$ cat src/core/spc_pkg.sv
// Package for the sensor pulse clamp edges block: map, fields, types
package spc_pkg;

    // ---------------------------------------------------------------
    // Register indices (byte address is four times the index)
    // ---------------------------------------------------------------
    localparam logic [5:0] IDX_LINE_CLAMP_ENABLES = 6'h06;
    localparam logic [5:0] IDX_PULSE1_ON_EDGE = 6'h07;
    localparam logic [5:0] IDX_PULSE1_OFF_EDGE = 6'h08;
    localparam logic [5:0] IDX_PULSE1_CONTROL = 6'h09;
    localparam logic [5:0] IDX_PULSE1_STATUS = 6'h0a;

    // ---------------------------------------------------------------
    // Reset values
    // ---------------------------------------------------------------
    localparam logic [7:0] RST_LINE_CLAMP_ENABLES = 8'h00;
    localparam logic [6:0] RST_PULSE1_ON_EDGE = 7'h00;
    localparam logic [6:0] RST_PULSE1_OFF_EDGE = 7'h15;
    localparam logic [2:0] RST_PULSE1_CONTROL = 3'h0;

    // ---------------------------------------------------------------
    // Field positions
    // ---------------------------------------------------------------
    localparam int CLAMP_BIT_PULSE1 = 0;
    localparam int CLAMP_BIT_PULSE8 = 7;
    localparam int EDGE_MSB = 6;
    localparam int CTRL_BIT_ACTIVE = 0;
    localparam int CTRL_BIT_POLARITY = 1;
    localparam int CTRL_BIT_HALF_RATE = 2;

    // Sub-pixel edges in one pixel period
    localparam int EDGES_PER_PIXEL = 24;

    // Software-visible settings carried as one group
    typedef struct packed {
        logic [7:0] clamp_en;
        logic [6:0] on_edge;
        logic [6:0] off_edge;
        logic [2:0] control;
    } spc_regs_t;

    // Clamp pulse sequencing for one line
    typedef enum logic [1:0] {
        CLAMP_IDLE = 2'b00,
        CLAMP_ARMED = 2'b01,
        CLAMP_HIGH = 2'b10
    } spc_clamp_state_t;

endpackage

$ cat src/core/spc_pulse_clamp.sv
// Pulse output one generator with line clamp enables and Avalon-MM slave
//
// What this block does
// RL1 - A set clamp bit makes its output give one clamp pulse per line.
// RL2 - A clear clamp bit leaves the ordinary per-pixel pulse train as is.
// RL3 - Clamp bits for outputs one to six sit at bits 0 to 5 in order.
// RL4 - A 7-bit turn-on field picks the sub-pixel edge where output one rises.
// RL5 - A 7-bit turn-off field, reset 0x15, picks the edge where it falls.
// RL6 - Turn-on and turn-off accept any edge inside one pixel period.
// RL7 - At half pixel rate the edge count spans two pixel periods.
// RL8 - Bit 7 of the clamp register enables clamp mode for output eight.
// RL9 - A polarity of 1 makes the output idle high, 0 makes it idle low.
// RL10 - The clamp pulse starts after the line start, on the set edges.
`timescale 1ns/1ns
`default_nettype none

module spc_pulse_clamp
    import spc_pkg::*;
#(
    parameter int EDGES = EDGES_PER_PIXEL
) (
    // Clock and reset
    input wire logic REF_CLK,
    input wire logic RST_N,
    // Avalon-MM slave
    input wire logic [7:0] ADDRESS,
    input wire logic READ,
    input wire logic WRITE,
    input wire logic [31:0] WRITEDATA,
    output logic [31:0] READDATA,
    output logic WAITREQUEST,
    // Sensor timing
    input wire logic LINE_START_PULSE,
    output logic PULSE_OUT_ONE,
    output logic [7:0] LINE_CLAMP_EN
);

    // ---------------------------------------------------------------
    // Helpers
    // ---------------------------------------------------------------

    // Word index of a byte address; low two bits are the byte lane
    function automatic logic [5:0] word_index(input logic [7:0] addr);
        word_index = addr[7:2];
    endfunction

    // Wrap point of the edge counter: one or two pixel periods
    function automatic logic [7:0] edge_span(input logic half_rate);
        logic [7:0] one_span;
        one_span = 8'(EDGES);
        if (half_rate) begin
            edge_span = 8'(2 * EDGES);
        end else begin
            edge_span = one_span;
        end
    endfunction

    // True when the edge counter stands on a seven-bit edge setting
    function automatic logic edge_hit(input logic [7:0] count,
        input logic [6:0] point);
        edge_hit = count == {1'b0, point};
    endfunction

    // ---------------------------------------------------------------
    // Register file and bus slave
    // ---------------------------------------------------------------
    // Word map (byte address is four times the index):
    // 0x06 clamp enables, bit n belongs to output n+1
    // 0x07 turn-on edge and 0x08 turn-off edge, seven bits each
    // 0x09 control: active, polarity, half rate
    // 0x0a status, read only: counter, raw level, clamp state
    // Reserved bits read as zero and writes to them are dropped
    spc_regs_t regs_reg;
    spc_regs_t regs_next;
    logic wait_reg;
    logic wait_next;
    logic [31:0] rdata_reg;
    logic [31:0] rdata_next;
    logic pulse_reg;
    logic pulse_next;
    logic [7:0] edge_reg;
    logic [7:0] edge_next;
    spc_clamp_state_t clamp_reg;
    spc_clamp_state_t clamp_next;
    logic level_reg;
    logic level_next;

    logic req;
    logic [5:0] idx;
    assign req = READ | WRITE;
    assign idx = word_index(ADDRESS);

    // One wait state per access; write lands when waitrequest is low
    always_comb begin
        regs_next = regs_reg;
        wait_next = wait_reg;
        rdata_next = rdata_reg;
        // Answer lasts one cycle even if a master drops its request early
        if (!wait_reg) begin
            wait_next = 1'b1;
        end else if (req) begin
            wait_next = 1'b0;
        end
        // Only reads load the data word, so it holds across writes
        if (READ && wait_reg) begin
            rdata_next = 32'h0000_0000;
            case (idx)
                // RL3 clamp bits in order
                IDX_LINE_CLAMP_ENABLES: rdata_next[7:0] = regs_reg.clamp_en;
                IDX_PULSE1_ON_EDGE: rdata_next[6:0] = regs_reg.on_edge;
                IDX_PULSE1_OFF_EDGE: rdata_next[6:0] = regs_reg.off_edge;
                IDX_PULSE1_CONTROL: rdata_next[2:0] = regs_reg.control;
                IDX_PULSE1_STATUS: begin
                    rdata_next[15:8] = edge_reg;
                    rdata_next[1:0] = clamp_reg;
                    rdata_next[2] = level_reg;
                end
                default: rdata_next = 32'h0000_0000;
            endcase
        end
        if (WRITE && !wait_reg) begin
            case (idx)
                // RL3 outputs one to six, RL8 output eight
                IDX_LINE_CLAMP_ENABLES: regs_next.clamp_en = WRITEDATA[7:0];
                // RL4 turn-on edge
                IDX_PULSE1_ON_EDGE:
                    regs_next.on_edge = WRITEDATA[EDGE_MSB:0];
                // RL5 turn-off edge
                IDX_PULSE1_OFF_EDGE:
                    regs_next.off_edge = WRITEDATA[EDGE_MSB:0];
                IDX_PULSE1_CONTROL: regs_next.control = WRITEDATA[2:0];
                default: regs_next = regs_reg;
            endcase
        end
    end

    // Register update for the bus side
    always_ff @(posedge REF_CLK or negedge RST_N) begin
        if (!RST_N) begin
            regs_reg.clamp_en <= RST_LINE_CLAMP_ENABLES;
            // RL5 off edge resets to 0x15
            regs_reg.on_edge <= RST_PULSE1_ON_EDGE;
            regs_reg.off_edge <= RST_PULSE1_OFF_EDGE;
            regs_reg.control <= RST_PULSE1_CONTROL;
            wait_reg <= 1'b1;
            rdata_reg <= 32'h0000_0000;
        end else begin
            regs_reg <= regs_next;
            wait_reg <= wait_next;
            rdata_reg <= rdata_next;
        end
    end

    // ---------------------------------------------------------------
    // Line start qualification
    // ---------------------------------------------------------------
    logic line_seen_reg;
    logic line_seen_next;
    logic line_begin;
    assign line_begin = LINE_START_PULSE & ~line_seen_reg;

    // Only the first cycle of a line start counts, so a start held high
    // by the sensor side neither re-arms the clamp nor stalls the counter
    always_comb begin
        line_seen_next = LINE_START_PULSE;
    end

    // Line start history; resets to the idle level so no false start
    // follows reset
    always_ff @(posedge REF_CLK or negedge RST_N) begin
        if (!RST_N) begin
            line_seen_reg <= 1'b0;
        end else begin
            line_seen_reg <= line_seen_next;
        end
    end

    // ---------------------------------------------------------------
    // Sub-pixel edge counter
    // ---------------------------------------------------------------
    logic half_rate;
    logic [7:0] span;
    assign half_rate = regs_reg.control[CTRL_BIT_HALF_RATE];
    assign span = edge_span(half_rate);

    // RL6 RL7 count every edge of one or two pixels
    // Line start realigns so the clamp pulse sits on a fixed edge; the
    // price is a short pixel at each line start if the counter was mid-way
    always_comb begin
        if (line_begin || edge_reg >= span - 8'h01) begin
            edge_next = 8'h00;
        end else begin
            edge_next = edge_reg + 8'h01;
        end
    end

    // Edge counter register
    always_ff @(posedge REF_CLK or negedge RST_N) begin
        if (!RST_N) begin
            edge_reg <= 8'h00;
        end else begin
            edge_reg <= edge_next;
        end
    end

    // ---------------------------------------------------------------
    // Pulse and clamp generation for output one
    // ---------------------------------------------------------------
    logic hit_on;
    logic hit_off;
    logic clamp_mode;
    logic active;
    assign hit_on = edge_hit(edge_reg, regs_reg.on_edge);
    assign hit_off = edge_hit(edge_reg, regs_reg.off_edge);
    assign clamp_mode = regs_reg.clamp_en[CLAMP_BIT_PULSE1];
    assign active = regs_reg.control[CTRL_BIT_ACTIVE];

    // Edges past the span never match; software must keep them in range.
    // A match in one cycle moves the pin at the next edge, since the
    // output flop is loaded from the next level rather than the current.
    always_comb begin
        clamp_next = clamp_reg;
        level_next = level_reg;
        if (!active) begin
            clamp_next = CLAMP_IDLE;
            level_next = 1'b0;
        end else if (clamp_mode) begin
            // RL1 one pulse per line
            case (clamp_reg)
                CLAMP_IDLE: begin
                    level_next = 1'b0;
                    // RL10 armed by line start
                    if (line_begin) begin
                        clamp_next = CLAMP_ARMED;
                    end
                end
                CLAMP_ARMED: begin
                    if (hit_on) begin
                        clamp_next = CLAMP_HIGH;
                        level_next = 1'b1;
                    end
                end
                CLAMP_HIGH: begin
                    // RL10 ends on the off edge
                    if (hit_off) begin
                        clamp_next = CLAMP_IDLE;
                        level_next = 1'b0;
                    end
                end
                default: begin
                    clamp_next = CLAMP_IDLE;
                    level_next = 1'b0;
                end
            endcase
        end else begin
            // RL2 ordinary per-pixel train
            clamp_next = CLAMP_IDLE;
            // Equal on and off edges cancel, giving no pulse at all
            if (hit_on && !hit_off) begin
                level_next = 1'b1;
            end else if (hit_off) begin
                level_next = 1'b0;
            end
        end
    end

    // RL9 polarity sets the idle level
    always_comb begin
        pulse_next = level_next ^ regs_reg.control[CTRL_BIT_POLARITY];
    end

    // Pulse state registers
    always_ff @(posedge REF_CLK or negedge RST_N) begin
        if (!RST_N) begin
            clamp_reg <= CLAMP_IDLE;
            level_reg <= 1'b0;
        end else begin
            clamp_reg <= clamp_next;
            level_reg <= level_next;
        end
    end

    // Output flop; resets low to match the reset polarity setting of 0
    always_ff @(posedge REF_CLK or negedge RST_N) begin
        if (!RST_N) begin
            pulse_reg <= 1'b0;
        end else begin
            pulse_reg <= pulse_next;
        end
    end

    // ---------------------------------------------------------------
    // Outputs
    // ---------------------------------------------------------------
    assign READDATA = rdata_reg;
    assign WAITREQUEST = wait_reg;
    assign PULSE_OUT_ONE = pulse_reg;
    // RL8 all eight clamp bits go out to the other generators
    assign LINE_CLAMP_EN = regs_reg.clamp_en;

endmodule

`default_nettype wire

$ cat config.mk
export PLATFORM = sky130hd
export DESIGN_NAME = spc_pulse_clamp
export DESIGN_NICKNAME = d
export VERILOG_FILES = /design/src/core/spc_pkg.sv /design/src/core/spc_pulse_clamp.sv
export SDC_FILE = /design/constraint.sdc
export NUM_CORES = 1
export LEC_CHECK = 0
export ABC_CLOCK_PERIOD_IN_PS = 2000
export BUFFER_PORTS_ARGS = -buffer_cell sky130_fd_sc_hd__buf_2
export CAP_MARGIN = 20
export CORE_UTILIZATION = 51
export CTS_BUF_LIST = sky130_fd_sc_hd__clkbuf_16
export DETAILED_ROUTE_END_ITERATION = 10
export GPL_TIMING_DRIVEN = 0
export PLACE_DENSITY = 0.8
export SYNTH_ARGS = -nofsm -noshare
export SYNTH_HDL_FRONTEND = slang
export SYNTH_SLANG_ARGS = --single-unit
$ cat constraint.sdc
create_clock -name REF_CLK -period 2 [get_ports REF_CLK]
set_input_delay 0.1 -clock REF_CLK [delete_from_list [all_inputs] [get_ports REF_CLK]]
set_output_delay 0.1 -clock REF_CLK [all_outputs]
set_load 0.1 [all_outputs]
# Word level (Yosys, flattened, before mapping)
# Cells that the tools add are included.
[totals]
reg_bits = 55
out_inout_bits = 42
[classes]
add_sub_neg = 2
order_cmp = 1
n_eq_ne = 12
mux = 20
bitwise_logic = 4
n_reduce_logical = 12
[ops]
columns = ["operator", "n"]
rows = [
  ["$eq 6x4->1 const B", 3],
  ["$eq 8x7->1", 2],
  ["$mux 8", 2],
  ["$pmux 3 s5", 1],
  ["$eq 6x3->1 const B", 2],
  ["$ne 4x4->1 const B", 3],
  ["$pmux 4 s3", 1],
  ["$mux 2", 5],
  ["$add 8x1->8 const B", 1],
  ["$ge 8x8->1", 1],
  ["$mux 1", 8],
  ["$reduce_and 2->1", 4],
  ["$sub 8x1->8 const B", 1],
  ["$mux 6", 1],
  ["$pmux 2 s3", 1],
  ["$logic_and 1x1->1", 3],
  ["$reduce_and 3->1", 1],
  ["$eq 2x1->1 const B", 1],
  ["$eq 2x2->1 const B", 1],
  ["$logic_not 1->1", 2],
  ["$logic_not 2->1", 1],
  ["$pmux 1 s2", 1],
  ["$and 1x1->1", 1],
  ["$logic_or 1x1->1", 1],
  ["3 further kinds", 3],
]

# Longest topological paths before layout
[logic_depth]
depth_word = 7
depth_mapped = 7

# Worst setup path after synthesis
# No wires, ideal clock.
[synth_path]
path_type = "reg-to-reg"
startpoint = "reg edge_reg[3]"
endpoint = "reg clamp_reg[0]"
setup_time_ns = 0.124
t_arrival_ns = 1.715
required_time_ns = 1.876
path_slack_ns = 0.161
stages_incl_launch_ff = 7
path_buffers = 1
cell_sequence = "dfrtp_1 -> buf_2 -> xor2_1 -> or4_4 -> o21a_1 -> a221o_1 -> mux2i_1"
[synth_between]
elab_chain_len = 3
[synth_rtl]
columns = ["element", "line", "source"]
rows = [
  ["start, declared", "spc_pulse_clamp.sv:81", "logic [7:0] edge_reg;"],
  ["start signal, assigned", "spc_pulse_clamp.sv:202", "edge_reg <= edge_next;"],
  ["$eq 8x7->1", "spc_pulse_clamp.sv:61", "edge_hit = count == {1'b0, point};"],
  ["$ne 4x4->1 (no source line)", "-", ""],
  ["$reduce_and 3->1 (no source line) *", "-", ""],
  ["end signal, assigned", "spc_pulse_clamp.sv:278", "clamp_reg <= clamp_next;"],
  ["end, declared", "spc_pulse_clamp.sv:83", "spc_clamp_state_t clamp_reg;"],
]
# Mark *: on every way between the ends. The rest lies on a longest branch, timed or not.
# A chain may end at the register's enable or synchronous reset.

# Worst setup path after layout
[layout_path]
startpoint = "reg edge_reg[3]"
endpoint = "reg clamp_reg[1]"
# The elaborated chain is that of the path after synthesis.

==> summary.txt <==
Final layout
  – Largest register FFs: 16
  – Share of cells above drive strength 1: 35.7%
  – Ant. Diodes: 0
  – Fin nets: 377
  – Final core occ: 65.1%
  – Area growth from synthesis to final layout: 20.6%

Clock tree
  – TritonCTS clock tree: built
  – Worst-Skew Late Latency: 0.30 ns
  – Reg clk slew, reported paths: 0.07 ns
  – Inserted Clock Buffers: 5
  – Clk root buf: clkbuf_16
  – Clock Path Buffers: 2
  – H-tree Lvls: 2
  – Num Clock Sinks: 55

Timing
  – Crit share post-route: 96.7%
  – Worst setup margin: 0.0666 ns
  – Highest clock rate: 517 MHz
  – Period minus WS final: 1.93 ns
  – Slew @ Worst Pin: 0.615 ns
  – Final setup violation count: 0
  – RSZ-0062 raised after global routing: false
  – Rel. slew slack: 59.0%
  – Max Slew Vio Count: 0
  – Hold Fails Final Rpt: 0
  – Clock skew: 0.00652 ns
  – Setup TNS: 0 ns

Placement
  – Post-place setup slack: 0.0325 ns
  – Gpl congestion: 0.887
  – IO Port Bufs: 43
  – Detailed Place HPWL: 4440 µm

Yosys
  – Post-synthesis register bit count: 55
  – Synth Flop Type: dfrtp_1
  – Mapped cell area: 2830 µm²
  – Synthesized instance count: 254
  – YS warnings: 0
  – Synth Area per Inst: 11.1 µm²
  – Area contributors post-synth: dfrtp_1 (45%), mux2_2 (10%), buf_4 (6.6%)
  – EDFF count, synth: 0
  – Leading area contributor after synthesis: dfrtp_1
  – Netlist cell types: 38
  – Most common library cells after synthesis: dfrtp_1 (51), buf_4 (25), mux2_2 (25)
  – Ys async rst share: 100%
  – Seq/Total Area, Yosys: 48.9%
  – Most common cell in the netlist: dfrtp_1
  – Synth top area share: 45.2%

Detailed routing
  – Routed WL: 5770 µm
  – Final antenna-violating net count: 0
  – Drt pass-1 iters: 4
  – Vias per cell: 5.11
  – Initial DRC count: 208
  – Residual DRC count: 0
  – Total number of vias: 2,019
  – Routed length per instance: 14.6 µm

Power and ir drop
  – P_leak: 1.78 nW
  – PD cells: 786 nW/µm²
  – IR drop worst, VDD: 0.598 mV

Critical path
  – Critical Path RT: 2.18 ns
  – Critical setup path kind: register to register
  – WP data arrival: 2.11 ns
  – Critical path fanouts, max: 7
  – Critical Path End Type: register
  – Critical path launch point type: register

Floorplanning
  – Die Width: 76.4 µm
  – Ports: 87
  – Die Y-Extent: 76.4 µm
  – Initial Util: 54.0%
  – Rows: 26
  – Die area: 5840 µm²
  – Core area: 5240 µm²

Global route
  – First-pass GRT wire length: 9580 µm
  – Largest net degree at the start of global routing: 35
  – Global Route met3 Usage: 3.47%
  – Initial antenna violation count: 0
  – Grt met2 use: 32.9%
  – Grt total ovfl: 0
  – Number of global-route vias before repair: 1,925
  – GRT Total Usage: 21.2%
  – GR peak layer: met2
  – GRT met1 Usage: 30.1%

Worst hold path
  – Min-delay worst type: input pin to register

Flow run
  – Max capacitance violation total: 0

Outcome
  – Outcome: complete, no violations
## layout make-up
cell class | count | area [µm²]
clock inverter | 3 | 23.8
multi-input combinational | 174 | 1260
tap | 70 | 87.6
timing repair buffer | 49 | 283
inverter | 5 | 18.8
clock buffer | 5 | 125
sequential | 55 | 1380
fill | 429 | 1830
buffer | 34 | 228
## cells by family after synthesis
logic type | after synthesis | share of synthesized area [%]
simple gates | 57 | 10.3
fa+ha+maj | 8 | 3.54
mux | 37 | 14.2
buf+inv | 41 | 8.90
other cells | 1 | 0.133
xor+xnor | 20 | 6.20
compound gates | 35 | 7.84
flops | 55 | 48.9
## critical path: stages (launching register included)
cell and delay, ns:
dfrtp_1 0.39, buf_4 0.17, xor2_1 0.14, or4_4 0.50, o21a_1 0.18, a221o_1 0.31, mux2i_1 0.13
## what timing repair did
action / 4_1_cts / 5_1_grt
gates resized for setup: 0 / 4
hold buffers: 4 / 0
setup endpoints to repair: 0 / 4
buffers inserted: 0 / 1
hold endpoints to repair: 20 / 0
## power breakdown
group | switching [mW] | internal (mW)
clock | 0.407 | 0.469
sequential | 0.0529 | 1.17
combinational | 0.417 | 0.162
## metal layers
layer	wire (µm)	share of wire [%]
met1	2750	48
met2	2640	46
met3	282	4.9
met4	96	1.7
met5	0	0
## through the flow
stage,std cells,hold slack (ns),total power [mW],area (µm²)
floorplan,270,-0.196,1.70,2890
global placement,383,0.227,1.80,3190
detailed placement,384,0.105,1.82,3210
CTS,396,0.0363,2.70,3400
global route,395,0.0409,2.78,3410
finish,395,0.0372,2.68,3410
## path summary, 6_finish.rpt
path                              startpoint                to  slack, ns  depth (start not counted)
worst min register to register   READDATA[1]       READDATA[1]       0.49                          2
worst min-delay path            WRITEDATA[7]  LINE_CLAMP_EN[7]       0.04                          2
worst max-delay path             edge_reg[3]      clamp_reg[1]       0.07                          6
min in group asynchronous              RST_N  LINE_CLAMP_EN[6]       0.30                          2
max in group asynchronous              RST_N       WAITREQUEST       1.08                          3
worst max register to register   edge_reg[3]      clamp_reg[1]       0.07                          6
## cell usage in the layout (no fill, tap or decap), types with 2 or more instances in the layout
cell and n:
dfrtp_1 50, buf_2 45, buf_4 27, mux2_2 25, conb_1 17, nand2_1 15
xor2_1 14, nor2_1 14, mux2i_1 12, o21ai_0 11, nand3_1 10, a21oi_1 8
a22o_1 8, ha_1 8, xnor2_1 6, inv_1 5, clkbuf_16 5, dfstp_2 4
dlygate4sd3_1 4, nor2b_1 3, clkbuf_1 3, buf_1 3, o22ai_1 3, a31oi_1 2
nand4_1 2, clkinvlp_4 2
Power figures use the tool's default switching activity.
